<file path="src/hw/flcm_pkg.sv">
package flcm_pkg;

    // ------------------------------------------------------------
    // Operating modes of the cell
    // ------------------------------------------------------------
    typedef enum logic [1:0] {
        FLCM_NORMAL  = 2'b00,
        FLCM_ARITH   = 2'b01,
        FLCM_COUNTER = 2'b10,
        FLCM_SPARE   = 2'b11
    } flcm_mode_e;

    // ------------------------------------------------------------
    // Register map (byte addresses)
    // ------------------------------------------------------------
    localparam int         FLCM_ADDR_W    = 8;
    localparam logic [7:0] FLCM_CTRL_OFS  = 8'h00;
    localparam logic [7:0] FLCM_LUT_OFS   = 8'h04;
    localparam logic [7:0] FLCM_STAT_OFS  = 8'h08;

    // Control register fields
    localparam int FLCM_MODE_LSB  = 0;
    localparam int FLCM_MODE_MSB  = 1;
    localparam int FLCM_CSEL_BIT  = 2;
    localparam int FLCM_CASC_BIT  = 3;
    localparam int FLCM_COR_BIT   = 4;
    localparam int FLCM_PACK_BIT  = 5;
    localparam int FLCM_LOCK_BIT  = 31;
    localparam logic [31:0] FLCM_CTRL_MASK = 32'h8000_003F;
    localparam logic [31:0] FLCM_CTRL_RST  = 32'h0000_0000;

    // Truth table: one 16-entry table, or two 8-entry halves
    localparam int          FLCM_LUT_BITS = 16;
    localparam logic [15:0] FLCM_LUT_RST  = 16'h0000;

    // Status register fields
    localparam int FLCM_ST_COMB  = 0;
    localparam int FLCM_ST_REG   = 1;
    localparam int FLCM_ST_CARRY = 2;
    localparam int FLCM_ST_CASC  = 3;
    localparam int FLCM_ST_LOCK  = 4;

    // AXI responses
    localparam logic [1:0] FLCM_RESP_OKAY   = 2'h0;
    localparam logic [1:0] FLCM_RESP_SLVERR = 2'h2;
    localparam logic [1:0] FLCM_RESP_DECERR = 2'h3;

    // Register selector returned by the address decoder
    typedef enum logic [1:0] {
        FLCM_SEL_CTRL = 2'b00,
        FLCM_SEL_LUT  = 2'b01,
        FLCM_SEL_STAT = 2'b10,
        FLCM_SEL_NONE = 2'b11
    } flcm_sel_e;

endpackage

</file>
<file path="src/hw/flcm_cell.sv">
`timescale 1ns/1ps

module flcm_cell
    import flcm_pkg::*;
#(
    parameter int ADDR_W = FLCM_ADDR_W
) (
    input  wire logic              mclk,
    input  wire logic              rst_n,
    input  wire logic [ADDR_W-1:0] s_axi_awaddr,
    input  wire logic              s_axi_awvalid,
    output logic                   s_axi_awready,
    input  wire logic [31:0]       s_axi_wdata,
    input  wire logic [3:0]        s_axi_wstrb,
    input  wire logic              s_axi_wvalid,
    output logic                   s_axi_wready,
    output logic [1:0]             s_axi_bresp,
    output logic                   s_axi_bvalid,
    input  wire logic              s_axi_bready,
    input  wire logic [ADDR_W-1:0] s_axi_araddr,
    input  wire logic              s_axi_arvalid,
    output logic                   s_axi_arready,
    output logic [31:0]            s_axi_rdata,
    output logic [1:0]             s_axi_rresp,
    output logic                   s_axi_rvalid,
    input  wire logic              s_axi_rready,
    input  wire logic              cell_input_a,
    input  wire logic              cell_input_b,
    input  wire logic              cell_input_c,
    input  wire logic              cell_input_d,
    input  wire logic              carry_in,
    input  wire logic              cascade_in,
    input  wire logic              cell_clk_en,
    input  wire logic              clu_sync_clear,
    input  wire logic              clu_sync_load,
    output logic                   comb_out,
    output logic                   reg_out,
    output logic                   carry_out,
    output logic                   cascade_out
);

    // ------------------------------------------------------------
    // Elaboration check
    // ------------------------------------------------------------
    if (ADDR_W < 4) begin : g_bad_addr
        $error("flcm_cell needs at least four address bits");
    end

    // ------------------------------------------------------------
    // Reset release
    // ------------------------------------------------------------
    logic rst_meta_reg;
    logic rst_sync_reg;
    logic rst_sync_n;

    // Release is synchronised so no flop leaves reset on a split edge
    always_ff @(posedge mclk or negedge rst_n) begin
        if (!rst_n) begin
            rst_meta_reg <= 1'b0;
            rst_sync_reg <= 1'b0;
        end else begin
            rst_meta_reg <= 1'b1;
            rst_sync_reg <= rst_meta_reg;
        end
    end
    assign rst_sync_n = rst_sync_reg;

    // ------------------------------------------------------------
    // Address decode shared by both bus paths
    // ------------------------------------------------------------
    function automatic flcm_sel_e dec_addr(input logic [ADDR_W-1:0] addr);
        logic [7:0] a8;
        a8 = 8'(addr);
        if (addr != ADDR_W'(a8))
            dec_addr = FLCM_SEL_NONE;
        else if (a8 == FLCM_CTRL_OFS)
            dec_addr = FLCM_SEL_CTRL;
        else if (a8 == FLCM_LUT_OFS)
            dec_addr = FLCM_SEL_LUT;
        else if (a8 == FLCM_STAT_OFS)
            dec_addr = FLCM_SEL_STAT;
        else
            dec_addr = FLCM_SEL_NONE;
    endfunction

    // Byte-lane merge of a write into an old word
    function automatic logic [31:0] merge_strb(input logic [31:0] old_w,
                                               input logic [31:0] new_w,
                                               input logic [3:0]  strb);
        merge_strb = old_w;
        for (int i = 0; i < 4; i++) begin
            if (strb[i])
                merge_strb[i*8 +: 8] = new_w[i*8 +: 8];
        end
    endfunction

    // ------------------------------------------------------------
    // Write channel capture
    // ------------------------------------------------------------
    logic              aw_held_reg;
    logic [ADDR_W-1:0] aw_addr_reg;
    logic              w_held_reg;
    logic [31:0]       w_data_reg;
    logic [3:0]        w_strb_reg;
    logic              bvalid_reg;
    logic [1:0]        bresp_reg;
    logic              wr_fire;
    flcm_sel_e         wr_sel;

    assign s_axi_awready = !aw_held_reg && !bvalid_reg;
    assign s_axi_wready  = !w_held_reg && !bvalid_reg;
    assign s_axi_bvalid  = bvalid_reg;
    assign s_axi_bresp   = bresp_reg;
    assign wr_fire       = aw_held_reg && w_held_reg && !bvalid_reg;
    assign wr_sel        = dec_addr(aw_addr_reg);

    // Address and data are taken in either order, then held
    always_ff @(posedge mclk or negedge rst_sync_n) begin
        if (!rst_sync_n) begin
            aw_held_reg <= 1'b0;
            aw_addr_reg <= '0;
            w_held_reg  <= 1'b0;
            w_data_reg  <= 32'h0000_0000;
            w_strb_reg  <= 4'h0;
        end else begin
            if (s_axi_awvalid && s_axi_awready) begin
                aw_held_reg <= 1'b1;
                aw_addr_reg <= s_axi_awaddr;
            end else if (wr_fire) begin
                aw_held_reg <= 1'b0;
            end
            if (s_axi_wvalid && s_axi_wready) begin
                w_held_reg <= 1'b1;
                w_data_reg <= s_axi_wdata;
                w_strb_reg <= s_axi_wstrb;
            end else if (wr_fire) begin
                w_held_reg <= 1'b0;
            end
        end
    end

    // ------------------------------------------------------------
    // Configuration registers
    // ------------------------------------------------------------
    logic [31:0]              ctrl_reg;
    logic [FLCM_LUT_BITS-1:0] lut_cfg_reg;
    logic                     cfg_locked;
    logic [31:0]              ctrl_next;
    logic [31:0]              lut_next;

    assign cfg_locked = ctrl_reg[FLCM_LOCK_BIT];
    assign ctrl_next  = merge_strb(ctrl_reg, w_data_reg, w_strb_reg) & FLCM_CTRL_MASK;
    assign lut_next   = merge_strb({16'h0000, lut_cfg_reg}, w_data_reg, w_strb_reg);

    // Once locked, the configuration is frozen until reset
    always_ff @(posedge mclk or negedge rst_sync_n) begin
        if (!rst_sync_n) begin
            ctrl_reg    <= FLCM_CTRL_RST;
            lut_cfg_reg <= FLCM_LUT_RST;
        end else if (wr_fire && !cfg_locked) begin
            if (wr_sel == FLCM_SEL_CTRL)
                ctrl_reg <= ctrl_next;
            if (wr_sel == FLCM_SEL_LUT)
                lut_cfg_reg <= lut_next[FLCM_LUT_BITS-1:0];
        end
    end

    // Write response: refused writes still answer, with an error
    always_ff @(posedge mclk or negedge rst_sync_n) begin
        if (!rst_sync_n) begin
            bvalid_reg <= 1'b0;
            bresp_reg  <= FLCM_RESP_OKAY;
        end else if (wr_fire) begin
            bvalid_reg <= 1'b1;
            case (wr_sel)
                FLCM_SEL_CTRL,
                FLCM_SEL_LUT: begin
                    bresp_reg <= cfg_locked ? FLCM_RESP_SLVERR : FLCM_RESP_OKAY;
                end
                FLCM_SEL_STAT: begin
                    bresp_reg <= FLCM_RESP_SLVERR;
                end
                default: begin
                    bresp_reg <= FLCM_RESP_DECERR;
                end
            endcase
        end else if (s_axi_bready) begin
            bvalid_reg <= 1'b0;
        end
    end

    // ------------------------------------------------------------
    // Cell datapath
    // ------------------------------------------------------------
    flcm_mode_e mode;
    logic       carry_sel;
    logic       casc_en;
    logic       casc_or;
    logic       pack_en;
    logic [3:0] lut_idx;
    logic       lut_f;
    logic       lut_carry;
    logic       cnt_en;
    logic       cnt_up;
    logic       cnt_step;
    logic       func_val;
    logic       casc_val;
    logic       reg_d;
    logic       cell_q_reg;

    assign mode      = flcm_mode_e'(ctrl_reg[FLCM_MODE_MSB:FLCM_MODE_LSB]);
    assign carry_sel = ctrl_reg[FLCM_CSEL_BIT];
    assign casc_en   = ctrl_reg[FLCM_CASC_BIT];
    assign casc_or   = ctrl_reg[FLCM_COR_BIT];
    assign pack_en   = ctrl_reg[FLCM_PACK_BIT];

    // Count enable and direction ride on the data lines
    assign cnt_en   = cell_input_b;
    assign cnt_up   = cell_input_c;
    assign cnt_step = cnt_en && carry_in;

    // Table index: arithmetic uses carry-in, b, a; normal picks c or carry
    always_comb begin
        if (mode == FLCM_ARITH)
            lut_idx = {1'b0, carry_in, cell_input_b, cell_input_a};
        else
            lut_idx = {cell_input_d, carry_sel ? carry_in : cell_input_c,
                       cell_input_b, cell_input_a};
    end

    flcm_lut #(
        .N (4)
    ) u_lut (
        .mask   (lut_cfg_reg),
        .sel    (lut_idx),
        .split  (mode == FLCM_ARITH),
        .f_main (lut_f),
        .f_aux  (lut_carry)
    );

    // Function value, cascade merge and carry out per mode
    always_comb begin
        case (mode)
            FLCM_ARITH: begin
                func_val  = lut_f;
                carry_out = lut_carry;
            end
            FLCM_COUNTER: begin
                func_val  = cell_q_reg ^ cnt_step;
                carry_out = cnt_step && (cnt_up ? cell_q_reg : !cell_q_reg);
            end
            default: begin
                func_val  = lut_f;
                carry_out = 1'b0;
            end
        endcase
        // Cascade merge stays available in every mode
        if (!casc_en)
            casc_val = func_val;
        else if (casc_or)
            casc_val = func_val | cascade_in;
        else
            casc_val = func_val & cascade_in;
    end

    assign comb_out    = casc_val;
    assign cascade_out = casc_val;
    assign reg_out     = cell_q_reg;

    // Register input: packed register takes d, counter takes next count
    always_comb begin
        if (mode != FLCM_ARITH && mode != FLCM_COUNTER && pack_en)
            reg_d = cell_input_d;
        else if (mode == FLCM_COUNTER)
            reg_d = cell_q_reg ^ cnt_step;
        else
            reg_d = casc_val;
    end

    // Cell register: clear beats load beats data, all under clock enable
    always_ff @(posedge mclk or negedge rst_sync_n) begin
        if (!rst_sync_n) begin
            cell_q_reg <= 1'b0;
        end else if (cell_clk_en) begin
            if (clu_sync_clear)
                cell_q_reg <= 1'b0;
            else if (clu_sync_load)
                cell_q_reg <= cell_input_a;
            else
                cell_q_reg <= reg_d;
        end
    end

    // ------------------------------------------------------------
    // Read channel
    // ------------------------------------------------------------
    logic        rvalid_reg;
    logic [31:0] rdata_reg;
    logic [1:0]  rresp_reg;
    flcm_sel_e   rd_sel;
    logic [31:0] stat_word;

    assign s_axi_arready = !rvalid_reg;
    assign s_axi_rvalid  = rvalid_reg;
    assign s_axi_rdata   = rdata_reg;
    assign s_axi_rresp   = rresp_reg;
    assign rd_sel        = dec_addr(s_axi_araddr);

    // Live cell state for software
    always_comb begin
        stat_word                = 32'h0000_0000;
        stat_word[FLCM_ST_COMB]  = comb_out;
        stat_word[FLCM_ST_REG]   = cell_q_reg;
        stat_word[FLCM_ST_CARRY] = carry_out;
        stat_word[FLCM_ST_CASC]  = cascade_out;
        stat_word[FLCM_ST_LOCK]  = cfg_locked;
    end

    // One read at a time; data is captured at the address handshake
    always_ff @(posedge mclk or negedge rst_sync_n) begin
        if (!rst_sync_n) begin
            rvalid_reg <= 1'b0;
            rdata_reg  <= 32'h0000_0000;
            rresp_reg  <= FLCM_RESP_OKAY;
        end else if (s_axi_arvalid && s_axi_arready) begin
            rvalid_reg <= 1'b1;
            rresp_reg  <= FLCM_RESP_OKAY;
            case (rd_sel)
                FLCM_SEL_CTRL: rdata_reg <= ctrl_reg;
                FLCM_SEL_LUT:  rdata_reg <= {16'h0000, lut_cfg_reg};
                FLCM_SEL_STAT: rdata_reg <= stat_word;
                default: begin
                    rdata_reg <= 32'h0000_0000;
                    rresp_reg <= FLCM_RESP_DECERR;
                end
            endcase
        end else if (s_axi_rready) begin
            rvalid_reg <= 1'b0;
        end
    end

    logic hold_step;
    assign hold_step = cell_clk_en && !clu_sync_clear && !clu_sync_load;
endmodule

</file>
<file path="src/hw/flcm_lut.sv">
`timescale 1ns/1ps

// Lookup table that works whole (four inputs) or split in two halves
module flcm_lut
    import flcm_pkg::*;
#(
    parameter int N = 4
) (
    input  wire logic [(1<<N)-1:0] mask,
    input  wire logic [N-1:0]      sel,
    input  wire logic              split,
    output logic                   f_main,
    output logic                   f_aux
);

    // ------------------------------------------------------------
    // Elaboration check
    // ------------------------------------------------------------
    if (N != 4) begin : g_bad_n
        $error("flcm_lut supports only four inputs");
    end

    localparam int HALF = 1 << (N - 1);

    logic [HALF-1:0] lo_half;
    logic [HALF-1:0] hi_half;

    // Split mode: low half gives the result, high half the carry
    assign lo_half = mask[HALF-1:0];
    assign hi_half = mask[(1<<N)-1:HALF];
    assign f_main  = split ? lo_half[sel[N-2:0]] : mask[sel];
    assign f_aux   = split ? hi_half[sel[N-2:0]] : 1'b0;

endmodule

</file>
<file path="config.mk">
export PLATFORM = sky130hd
export DESIGN_NAME = flcm_cell
export DESIGN_NICKNAME = d
export VERILOG_FILES = /design/src/hw/flcm_pkg.sv /design/src/hw/flcm_cell.sv /design/src/hw/flcm_lut.sv
export SDC_FILE = /design/constraint.sdc
export NUM_CORES = 1
export LEC_CHECK = 0
export ABC_CLOCK_PERIOD_IN_PS = 6290
export BUFFER_PORTS_ARGS = -buffer_cell sky130_fd_sc_hd__buf_2
export CORE_ASPECT_RATIO = 1.5
export CORE_MARGIN = 2
export CORE_UTILIZATION = 40
export CTS_CLUSTER_SIZE = 25
export DETAILED_ROUTE_END_ITERATION = 8
export PLACE_DENSITY = 0.67
export SLEW_MARGIN = 25
export SYNTH_ARGS = -nofsm -noshare
export SYNTH_HDL_FRONTEND = slang
export SYNTH_SLANG_ARGS = --single-unit
export TNS_END_PERCENT = 20
</file>
<file path="constraint.sdc">
create_clock -name mclk -period 6.29 [get_ports mclk]
set_input_delay 0.9435 -clock mclk [delete_from_list [all_inputs] [get_ports mclk]]
set_output_delay 0.9435 -clock mclk [all_outputs]
set_load 0.01 [all_outputs]
</file>
== After elaboration in Yosys (flattened, before gate mapping) ==
Cells that the tools add are included.
Storage, ports and cells
  bits of input ports: 68
  memory bits (writable): 0
  memories kept: 0
  register bits: 110
  latch bits: 0
  output and inout bits: 45
  memory bits (read-only): 0
Cells by class
  multipliers: 0
  divide/modulo/power cells: 0
  bitwise gates (word level): 3
  reductions and logical operators: 32
  add/subtract/negate cells: 0
  order comparisons: 2
  multiplexer cells: 35
  shift-type cells: 0
  equal/unequal tests: 12
Operator list (number)
  32-bit case mux with 3 select lines: 1
  1-bit two-way mux: 22
  8-bit by 3-bit equality test with 1-bit output (second input constant): 2
  8-bit by 4-bit equality test with 1-bit output (second input constant): 2
  8-bit zero test: 2
  1-bit logical AND: 12
  2-bit two-way mux: 6
  3-bit AND reduction: 4
  2-bit nonzero test: 4
  1-bit binary-select mux with 3-bit select: 2
  2-bit by 1-bit equality test with 1-bit output (second input constant): 3
  2-bit equality test (second input constant): 3
  1-bit zero test: 6
  4-bit by 5-bit less-than comparator with 1-bit output (second input constant): 1
  1-bit binary-select mux with 4-bit select: 1
  2-bit zero test: 2
  3-bit by 4-bit less-than comparator with 1-bit output (second input constant): 1
  4-bit two-way mux: 1
  2-bit case mux with 2 select lines: 1
  3-bit OR reduction: 1
  2-bit by 1-bit != test with 1-bit output (second input constant): 1
  2-bit != test (second input constant): 1
  1-bit case mux with 2 select lines: 1
  2-bit OR reduction: 1
  other kinds (3): 3

== Logic depth before layout (Yosys ltp) ==
Gate-level depths: netlist (run 1).
  word-level depth: 13
  gate-level depth with buffers: 7
  mapped depth without buffers: 7

== Hierarchy ==
Synthesis (run 1) repeated with hierarchy kept, for this count alone.
Second synthesis, totals
  cell total of the unflattened synthesis: 269
  area total of the unflattened synthesis: 3522.1 um2
Modules (own cells, without submodules)
  flcm_cell: instances 1, cells each 259, area each 3383.2 um2
  flcm_lut: instances 1, cells each 10, area each 138.9 um2

== Worst setup path before layout (run 1) ==
Ideal clock, no wire load.
  path kind: input -> output
  from: in cell_input_b
  to: out comb_out
  stages: 6
  data required time: 5346 ps
  arrival: 2140 ps
  path slack: 3207 ps
  path buffers: 2
  cells stage by stage: clkbuf_1 > mux4_2 > mux2i_1 > nand3_1 > and3_1 > buf_4
On the way
  longest elaborated chain between the ends: 8
  elaborated cells on any way between the ends: 13
  those cells by class: mux: 9; bitwise: 3; reduce/logical: 1
Ends and longest elaborated chain
  from (decl): line flcm_cell.sv:28  | input wire logic cell_input_b,
  4-bit two-way mux: line flcm_cell.sv:224  | if (mode == FLCM_ARITH)
  1-bit binary-select mux with 4-bit select / 1-bit binary-select mux with 3-bit select (equally long branches): line flcm_lut.sv:31  | assign f_main = split ? lo_half[sel[N-2:0]] : mask[sel];
  1-bit two-way mux (not written as such): line flcm_lut.sv:31
  1-bit two-way mux: line flcm_lut.sv:31
  1-bit two-way mux *: line flcm_cell.sv:243  | case (mode)
  1-bit AND / 1-bit OR (equally long branches): line flcm_cell.sv:263, flcm_cell.sv:261
  1-bit two-way mux: line flcm_cell.sv:260  | else if (casc_or)
  1-bit two-way mux *: line flcm_cell.sv:258  | if (!casc_en)
  to (decl): line flcm_cell.sv:36  | output logic comb_out,
Every way passes the cells marked *; elsewhere a longest branch is shown, timed or not. The select of a mux whose other input is x is not followed.

== Worst setup path in the final report (run 1) ==
  from: in cell_input_a
  to: out cascade_out
On the way
  longest elaborated chain between the ends: 8
  elaborated cells on any way between the ends: 11
  those cells by class: mux: 9; bitwise: 2
Ends and longest elaborated chain
  from (decl): line flcm_cell.sv:27  | input wire logic cell_input_a,
  4-bit two-way mux *: line flcm_cell.sv:224
  1-bit binary-select mux with 4-bit select / 1-bit binary-select mux with 3-bit select (equally long branches): line flcm_lut.sv:31
  1-bit two-way mux (not written as such): line flcm_lut.sv:31
  1-bit two-way mux *: line flcm_lut.sv:31
  1-bit two-way mux *: line flcm_cell.sv:243
  1-bit AND / 1-bit OR (equally long branches): line flcm_cell.sv:263, flcm_cell.sv:261
  1-bit two-way mux: line flcm_cell.sv:260
  1-bit two-way mux *: line flcm_cell.sv:258
  to (decl): line flcm_cell.sv:39  | output logic cascade_out
Marks and branches as above.

==> results of run 1 <==
worst max-delay path by stage:
stage / end / slack (ns)
after floorplan: comb_out / 3.21
after global placement: comb_out / 2.99
after detailed placement: cascade_out / 2.94
after CTS: cascade_out / 2.94
after global routing: comb_out / 2.81
final: cascade_out / 2.95
area by class of cell:
cell class	instances	area (sq um)
Fill cell	831	4420
Sequential cell	78	1950
Multi-Input combinational cell	175	1460
Timing Repair Buffer	82	417
Clock buffer	11	253
Tap cell	110	138
Clock inverter	5	56.3
Inverter	7	26.3
kinds of logic after synthesis:
| group | count (synthesis) |
|---|---|
| muxes | 65 |
| buffers and inverters | 33 |
| DFF | 78 |
| AOI/OAI and AO/OA | 36 |
| xor gates and xnor gates | 1 |
| other | 2 |
| adders and majority gates | 2 |
| and+or+nand+nor | 55 |
cells in the final DEF, fill, tap and decap left out, drive strengths merged, types with 3 or more instances in the layout:
cell type   n
a22o       12
mux4        4
nand3       5
conb       16
buf        82
inv         8
mux2i      11
dfrtp      78
a31oi       3
o21ai       6
a21oi       3
nand3b      3
mux2       50
nand2b      3
clkbuf     11
and3        4
nand2      12
nor2       12
synth_stat cells, types with 2 or more instances:
cell type  number
dfrtp_1        78
mux2_2         49
buf_4          17
a22o_1         12
nand2_1        12
mux2i_1        11
nor2_1         11
clkbuf_1        8
inv_1           7
o21ai_0         6
and3_1          4
mux4_2          4
nand3_1         4
a21oi_1         3
a31oi_1         3
nand2b_1        3
nand3b_1        3
and2_1          2
conb_1          2
ha_1            2
nand4_1         2
nor2b_1         2
o311ai_0        2
o41ai_1         2
or2_2           2
critical path, cell delays in order:
cell and delay [ns]:
buf_2 0.20, mux4_2 0.56, mux2i_1 0.21, nand3_1 0.13
and3_1 0.22, buf_2 0.14
where the power goes:
| part | leakage, nW | internal (mW) | switching [mW] | total (mW) |
|---|---|---|---|---|
| clock network | 0.152 | 0.329 | 0.203 | 0.531 |
| registers | 0.996 | 0.610 | 0.0733 | 0.683 |
| logic | 0.963 | 0.142 | 0.115 | 0.257 |
metal layers:
metal	track usage, %	part of all wire (%)
met2	27.0	53
met5	0	0
met3	3.71	6.1
met1	18.1	38
met4	8.26	2.7
==> qor.csv, run 1 <==
metric,value,unit
number of post-CTS setup repair buffers,0,
WS Path Type,in2out,
drt drc,0,
"FFs w/ async S/R, synth",100,%
Hold WC Path Type,reg2reg,
Finished Cell Area,0.00430,sq mm
Max Cap Violations,0,
initial antenna violation count,0,
#FFs+latches synth,78,
drt total wl,7.15,mm
"CTS clk-pin slew, worst paths",0.05,ns
distinct cell type count of the synthesized netlist,46,
reg2reg start,aw_addr_reg[7]$_DFFE_PN0P_,
Mapped Cells,272,
TritonCTS buffer count,9,
P per Cell Area,342,mW/mm^2
VDD IR max,0.273,mV
setup TNS,0,ns
die area,0.00966,sq mm
remaining antenna violation count,0,
Hold Path End,rst_sync_n$_DFF_PN0_,
TritonCTS Sinks,78,
Placed Instances,452,
largest cells by area after synthesis,"dfrtp_1 (55%), mux2_2 (16%), buf_4 (3.6%)",
worst skew pair latency,0.33,ns
die width,80.9,um
GRT Overall Usage,15.9,%
CTS root buffer,clkbuf_16,
total core area,0.00872,sq mm
WP data arrival,2.40,ns
final setup fails,0,
Post-Synth Adder-Cell Area,0.705,%
pin count of the biggest net entering global routing,77,
DP Worst Slack,2.94,ns
top-area cell type share of the netlist area,55.0,%
"Slew Viols, Final",0,
layout cell share with drive strength beyond 1,45.3,%
Rows,42,
CTS tree,built,
Final Worst Setup Slack,2.95,ns
crit path launch type,primary input,
vias in the first global route,2327,
io pins,113,
"Avg Cell Area, Syn",13.1,sq um
Final Non-Filler Cells,468,
Worst Skew,0.00648,ns
cell area after synthesis,0.00355,sq mm
"EDFF count, synth",0,
First-pass DRT Iterations,6,
port bufs,81,
Critical Path Start,cell_input_a,
Pleak,2.11,nW
Fin. Hold Viols,0,
final core area utilization,49.3,%
Crit Path Max Fanout,5,
Placement Cell Area,0.00399,sq mm
HP Start,rst_meta_reg$_DFF_PN0_,
first-pass GRT wire length,11.4,mm
r2r worst-path depth,4,
Compound-Gate Fraction of Synth Area,7.68,%
diode count,0,
mux cell area share after synthesis,21.5,%
simple logic cell fraction of the synthesized area,9.16,%
post_cts resized,0,
actual slew at the worst max-slew pin,0.845,ns
"Power, Total",1.47,mW
grt total ovfl,0,
Synth warnings,0,
HPWL after DPL,5.31,mm
H-tree level count,3,
"Primary FF master, synth",dfrtp_1,
vias,2355,
Vias/cell,5.03,
max_slew headroom,43.6,%
Clock Tree Buf Depth,2,
fin crit share,53.2,%
largest family of logic cells by synthesized area,multiplexers,
Crit. End Element,output port,
Yosys top cell by area,dfrtp_1,
Worst R2R End,lut_cfg_reg[11]$_DFFE_PN0P_,
Final min period,3.34,ns
Worst R2R Setup Slack,4.08,ns
XOR/XNOR Fraction of Synth Area,0.247,%
"Seq/Total Area, Yosys",55.0,%
Wirelength per Cell,15.3,um
Hold Path Depth,0,
unrepaired setup endpoints after global routing,no,
highest clock rate,299,MHz
hold_ws,0.352,ns
Die H,119,um
Final GP Congestion,0.835,
Initial DRC Count,146,
Layout Nets,423,
status,"complete, no violations",
"Area growth, synth to finish",21.1,%
Initial Utilization,40.7,%
Post-CTS Hold Buffers,0,
Worst Path Required,5.35,ns
(Power assumes the default switching activity.)
==> inputs of run 2 (changes only) <==
--- a/config.mk
+++ b/config.mk
@@ -5,7 +5,7 @@
 export SDC_FILE = /design/constraint.sdc
 export NUM_CORES = 1
 export LEC_CHECK = 0
-export ABC_CLOCK_PERIOD_IN_PS = 6290
+export ABC_CLOCK_PERIOD_IN_PS = 3300
 export BUFFER_PORTS_ARGS = -buffer_cell sky130_fd_sc_hd__buf_2
 export CORE_ASPECT_RATIO = 1.5
 export CORE_MARGIN = 2
==> constraint.sdc (replaced) <==
create_clock -name mclk -period 3.3 [get_ports mclk]
set_input_delay 0.495 -clock mclk [delete_from_list [all_inputs] [get_ports mclk]]
set_output_delay 0.495 -clock mclk [all_outputs]
set_load 0.01 [all_outputs]
==> run 2 against run 1 <==
  * Worst setup slack worse by 2.4 ns
  * Largest power group unchanged
  * First-iteration DRC count down 40%
  * Hold slack worse by 0.011 ns
  * Sequential power up 92%
  * Routed wire length about the same
  * Clock skew down 0.00073 ns
  * Final cell count up 0.43%
  * Non-clock buffer count up 2
  * Global-route usage up 0.47 points
  * Combinational power up 91%
==> qor.csv, run 2 (synthesis results as in run 1) <==
metric,value,unit,change
status,"complete, no violations",,unchanged
CTS tree,built,,unchanged
Die H,119,um,unchanged
final setup fails,0,,unchanged
WP data arrival,2.26,ns,was 2.40 ns
met2 wire length,3.70,mm,was 3.79 mm
layout cell share with drive strength beyond 1,45.0,%,was 45.3%
setup TNS,0,ns,unchanged
GRT Overall Usage,16.3,%,was 15.9%
Final GP Congestion,0.828,,was 0.835
die area,0.00966,sq mm,unchanged
vias,2355,,unchanged
"commonest non-fill, non-tap cells in the layout","buf_2 (81), dfrtp_1 (77), mux2_2 (49)",,unchanged
drt drc,0,,unchanged
Wirelength per Cell,15.2,um,was 15.3 um
Layout Nets,425,,was 423
top layer reached by signal wires,met4,,unchanged
Post-CTS Hold Buffers,1,,was 0
Crit-path slowest cell,dfrtp_1,,was mux4_2
TritonCTS Sinks,78,,unchanged
"Slew Viols, Final",0,,unchanged
Initial DRC Count,88,,was 146
Initial Utilization,40.7,%,unchanged
Fin. Hold Viols,0,,unchanged
pin count of the biggest net entering global routing,41,,was 77
Top delay family on crit path,multiplexers,,unchanged
remaining antenna violation count,0,,unchanged
total core area,0.00872,sq mm,unchanged
worst skew pair latency,0.33,ns,about the same
Critical Path Start,ctrl_reg[1]$_DFFE_PN0P_,,was cell_input_a
Final min period,2.75,ns,
first-pass GRT wire length,11.8,mm,was 11.4 mm
Crit Path Max Fanout,4,,was 5
Hold WC Path Type,in2reg,,was reg2reg
post_cts resized,0,,unchanged
"CTS clk-pin slew, worst paths",0.06,ns,was 0.05 ns
reg2reg start,aw_addr_reg[7]$_DFFE_PN0P_,,unchanged
drt total wl,7.15,mm,about the same
initial antenna violation count,0,,unchanged
CP peak stage delay,0.40,ns,was 0.56 ns
Worst Skew,0.00574,ns,was 0.00648 ns
WS Path Type,reg2out,,was in2out
die width,80.9,um,unchanged
routed wl met3,463,um,was 438 um
actual slew at the worst max-slew pin,0.976,ns,was 0.845 ns
final core area utilization,49.5,%,was 49.3%
port bufs,81,,unchanged
"most used cell, CP",mux2i_1,,was buf_2
number of post-CTS setup repair buffers,0,,unchanged
TritonCTS buffer count,9,,unchanged
worst path cell trace,inv_1 > ha_1 > nor2_1 > mux2i_1 > mux2i_1 > o32ai_1 > buf_2,,was buf_2 > mux4_2 > mux2i_1 > nand3_1 > and3_1 > buf_2
P per Cell Area,643,mW/mm^2,was 342 mW/mm^2
max_slew headroom,34.9,%,was 43.6%
Rows,42,,unchanged
fin crit share,83.4,%,
Clock Tree Buf Depth,2,,unchanged
Vias/cell,5.01,,was 5.03
io pins,113,,unchanged
First-pass DRT Iterations,4,,was 6
vias in the first global route,2372,,was 2327
CTS root buffer,clkbuf_16,,unchanged
Worst Path Required,2.80,ns,was 5.35 ns
Pleak,2.12,nW,was 2.11 nW
"commonest non-fill, non-tap cell in the layout",buf_2,,unchanged
highest clock rate,363,MHz,
HP Start,s_axi_bready,,was rst_meta_reg$_DFF_PN0_
DRT met1 WL,2.77,mm,was 2.73 mm
H-tree level count,3,,unchanged
diode count,0,,unchanged
grt total ovfl,0,,unchanged
Max Cap Violations,0,,unchanged
Crit. End Element,output port,,unchanged
unrepaired setup endpoints after global routing,no,,unchanged
worst path bufs/invs,2,,unchanged
"Area growth, synth to finish",21.6,%,was 21.1%
crit path launch type,register,,was primary input
"Power, Total",2.77,mW,was 1.47 mW
HPWL after DPL,5.40,mm,was 5.31 mm
VDD IR max,0.499,mV,was 0.273 mV
Fillers,787,,was 831
==> run 2: cell count changes in the layout (fill, tap and decap cells not counted), sizes merged <==
cell and delta:
clkinv +2, buf +1, dlygate4sd3 +1, clkbuf -1
inv -1
==> run 2: where the power goes <==
group	internal, mW	switching, mW
logic	0.274	0.216
clock network	0.603	0.375
registers	1.16	0.144
==> run 2: final timing paths <==
kind | to | slack [ns] | depth (start not counted)
setup / recovery | carry_out | 0.55 | 7
hold / removal | s_axi_bvalid$_DFFE_PN0P_ | 0.34 | 2
setup reg to reg | lut_cfg_reg[13]$_DFFE_PN0P_ | 1.08 | 4
hold reg to reg | rst_sync_n$_DFF_PN0_ | 0.35 | 0
max in group asynchronous | w_data_reg[5]$_DFFE_PN0P_ | 2.23 | 1
min in group asynchronous | w_data_reg[15]$_DFFE_PN0P_ | 0.37 | 0
==> run 2: stage by stage <==
step | cell area, sq um | hold slack (ns) | std cells | setup WS (ns)
CTS | 4320 | 0.322 | 470 | 0.540
detailed placement | 4010 | 0.285 | 453 | 0.873
global placement | 4010 | 0.281 | 453 | 0.897
finish | 4320 | 0.340 | 470 | 0.549
floorplan | 3600 | 0.199 | 286 | 0.967
global route | 4320 | 0.361 | 470 | 0.377
==> run 2: final cells by class <==
| class | instances | area [sq um] | area share (%) |
|---|---|---|---|
| multi-input combinational | 175 | 1460 | 33.7 |
| clock inverter | 6 | 61.3 | 1.42 |
| inverter | 7 | 26.3 | 0.609 |
| clock buffer | 10 | 239 | 5.54 |
| timing repair buffer | 84 | 443 | 10.3 |
| sequential | 78 | 1950 | 45.3 |
| tap | 110 | 138 | 3.19 |
==> run 2: worst register-to-register path, stage by stage, from the launching register on <==
cell and delay (ns):
dfrtp_1 0.38, or4_4 0.55, nor4b_4 0.34, and3_1 0.45, mux2_2 0.39
==> run 2: layer usage <==
layer	global-route usage, %	up-vias
li1	-	1121
met2	26.4	83
met3	4.85	17
met4	7.94	0
met5	0	-
met1	19.5	1134
==> inputs of run 3 (changes only) <==
--- a/config.mk
+++ b/config.mk
@@ -5,14 +5,14 @@
 export SDC_FILE = /design/constraint.sdc
 export NUM_CORES = 1
 export LEC_CHECK = 0
-export ABC_CLOCK_PERIOD_IN_PS = 3300
+export ABC_CLOCK_PERIOD_IN_PS = 2450
 export BUFFER_PORTS_ARGS = -buffer_cell sky130_fd_sc_hd__buf_2
 export CORE_ASPECT_RATIO = 1.5
 export CORE_MARGIN = 2
 export CORE_UTILIZATION = 40
 export CTS_CLUSTER_SIZE = 25
 export DETAILED_ROUTE_END_ITERATION = 8
-export PLACE_DENSITY = 0.67
+export PLACE_DENSITY = 0.7
 export SLEW_MARGIN = 25
 export SYNTH_ARGS = -nofsm -noshare
 export SYNTH_HDL_FRONTEND = slang
==> constraint.sdc (replaced) <==
create_clock -name mclk -period 2.45 [get_ports mclk]
set_input_delay 0.3675 -clock mclk [delete_from_list [all_inputs] [get_ports mclk]]
set_output_delay 0.3675 -clock mclk [all_outputs]
set_load 0.01 [all_outputs]
==> run 3 against run 2 <==
  * Sequential power increased by 34%
  * Critical path depth decreased by 1
  * Register-to-register slack got worse by 0.87 ns
  * Via count increased by 2.8%
  * Worst setup slack got worse by 0.45 ns
  * Routed wire length decreased by 1.2%
  * Clock power increased by 42%
==> qor.csv, run 3 (synthesis results as in run 1) <==
metric,value,unit,change
worst path bufs/invs,1,,was 2
"commonest non-fill, non-tap cell in the layout",buf_2,,unchanged
Clock power frac,36.4,%,was 35.2%
Pleak,2.16,nW,was 2.12 nW
combinational share of power,17.6,%,was 17.7%
grt total ovfl,0,,unchanged
P per Cell Area,871,mW/mm^2,was 643 mW/mm^2
VDD IR max,0.663,mV,was 0.499 mV
Top delay family on crit path,multiplexers,,unchanged
Worst Path Required,2.08,ns,was 2.80 ns
met2 wire length,3.72,mm,was 3.70 mm
HPWL after DPL,5.38,mm,was 5.40 mm
Fillers,815,,was 787
initial antenna violation count,0,,unchanged
fin crit share,95.9,%,
WP data arrival,1.98,ns,was 2.26 ns
WS Path Type,reg2out,,unchanged
Crit Path Max Fanout,4,,unchanged
CTS tree,built,,unchanged
diode count,0,,unchanged
die area,0.00966,sq mm,unchanged
Final GP Congestion,0.784,,was 0.828
Psw,982,uW,was 735 uW
final core area utilization,50.2,%,was 49.5%
routed wl met3,442,um,was 463 um
TritonCTS buffer count,9,,unchanged
highest clock rate,426,MHz,
sequential share of power,45.9,%,was 47.1%
io pins,113,,unchanged
Layout Nets,430,,was 425
layout cell share with drive strength beyond 1,46.0,%,was 45.0%
total core area,0.00872,sq mm,unchanged
Max Cap Violations,0,,unchanged
Final Non-Filler Cells,475,,was 470
pin count of the biggest net entering global routing,77,,was 41
"most used cell, CP",mux2i_1,,unchanged
Initial DRC Count,115,,was 88
Vias/cell,5.10,,was 5.01
final setup fails,0,,unchanged
Hold WC Path Type,in2reg,,unchanged
CTS root buffer,clkbuf_16,,unchanged
vias in the first global route,2383,,was 2372
Worst Skew,0.00795,ns,was 0.00574 ns
top layer reached by signal wires,met4,,unchanged
Switching Fraction,25.7,%,was 26.5%
die width,80.9,um,unchanged
"Slew Viols, Final",0,,unchanged
Placed Instances,456,,was 453
CP peak stage delay,0.41,ns,was 0.40 ns
"commonest non-fill, non-tap cells in the layout","buf_2 (81), dfrtp_1 (77), mux2_2 (49)",,unchanged
worst path cell trace,ha_1 > nor2_2 > mux2i_1 > mux2i_1 > o32ai_2 > buf_2,,was inv_1 > ha_1 > nor2_1 > mux2i_1 > mux2i_1 > o32ai_1 > buf_2
"Area growth, synth to finish",23.4,%,was 21.6%
Final min period,2.35,ns,
drt total wl,7.06,mm,was 7.15 mm
Rows,42,,unchanged
drt drc,0,,unchanged
first-pass GRT wire length,11.5,mm,was 11.8 mm
Crit. End Element,output port,,unchanged
Die H,119,um,unchanged
"CTS clk-pin slew, worst paths",0.06,ns,about the same
Initial Utilization,40.7,%,unchanged
"Power, Total",3.81,mW,was 2.77 mW
Fin. Hold Viols,0,,unchanged
DRT met1 WL,2.75,mm,was 2.77 mm
Crit-path slowest cell,dfrtp_1,,unchanged
port bufs,81,,unchanged
GRT Overall Usage,16.1,%,was 16.3%
remaining antenna violation count,0,,unchanged
H-tree level count,3,,unchanged
DP Worst Slack,0.192,ns,was 0.873 ns
Clock Tree Buf Depth,2,,unchanged
multi-input logic area,0.00147,sq mm,was 0.00146 sq mm
crit path launch type,register,,unchanged
worst skew pair latency,0.33,ns,about the same
Final Worst Setup Slack,0.0999,ns,was 0.549 ns
TritonCTS Sinks,78,,unchanged
Wirelength per Cell,14.9,um,was 15.2 um
FF/Latch Area,0.00195,sq mm,unchanged
vias,2421,,was 2355
status,"complete, no violations",,unchanged
Int Power,2.83,mW,was 2.04 mW
First-pass DRT Iterations,4,,unchanged
[run 3: cell count changes in the layout (fill, tap and decap cells not counted), sizes merged]
cell and delta:
clkinvlp -1, buf +5, bufinv +1
[run 3: what timing repair did]
action / in CTS / in global routing
gates resized for setup: 1 / 1
endpoints found under the hold margin: 2 / 0
hold buffers: 1 / 0
gates cloned: 0 / 0
endpoints found under the setup margin: 1 / 3
pin swaps: 0 / 0
buffers inserted: 0 / 2
[run 3: final timing paths]
| check | depth (start not counted) | slack, ns | to | start |
|---|---|---|---|---|
| worst max-delay path | 6 | 0.1 | carry_out | ctrl_reg[0]$_DFFE_PN0P_ |
| worst min-delay path | 2 | 0.22 | s_axi_bvalid$_DFFE_PN0P_ | s_axi_bready |
| worst max register to register | 4 | 0.21 | lut_cfg_reg[9]$_DFFE_PN0P_ | aw_addr_reg[7]$_DFFE_PN0P_ |
| worst min register to register | 1 | 0.30 | w_data_reg[14]$_DFFE_PN0P_ | rst_sync_n$_DFF_PN0_ |
| max in group asynchronous | 1 | 1.83 | w_data_reg[3]$_DFFE_PN0P_ | rst_sync_n$_DFF_PN0_ |
| min in group asynchronous | 1 | 0.30 | w_data_reg[14]$_DFFE_PN0P_ | rst_sync_n$_DFF_PN0_ |
[run 3: cell type report]
class,instances,area share (%)
tap,110,3.14
clock inverter,6,2.00
clock buffer,10,5.23
inverter,7,0.600
multi-input combinational,175,33.5
sequential,78,44.6
timing repair buffer,89,11.0
[run 3: stage by stage]
step                      hold WS, ns   TNS, ns  area (sq um)
after global routing            0.217  -0.00240          4380
after global placement          0.152         0          4030
after floorplan                0.0719         0          3600
after detailed placement        0.157         0          4030
final                           0.220         0          4380
after CTS                       0.213         0          4360
[run 3: power groups by stage]
stage	clock, mW	combinational [mW]	sequential, mW
finish	1.39	0.673	1.75
global route	1.49	0.751	1.79
CTS	1.42	0.690	1.76
detailed placement	0	0.687	1.78
global placement	0	0.664	1.76
floorplan	0	0.513	1.74
[run 3: worst reg2reg max path, cell delays in order, from the launching register on]
cell,delay (ns)
dfrtp_1,0.37
or4_4,0.57
nor4b_4,0.33
and3_1,0.46
mux2_2,0.39
[run 3: routing by layer]
| layer | vias up | track usage (%) |
|---|---|---|
| met2 | 93 | 27.7 |
| met5 | - | 0 |
| met4 | 0 | 6.67 |
| li1 | 1132 | - |
| met1 | 1188 | 18.0 |
| met3 | 8 | 4.92 |
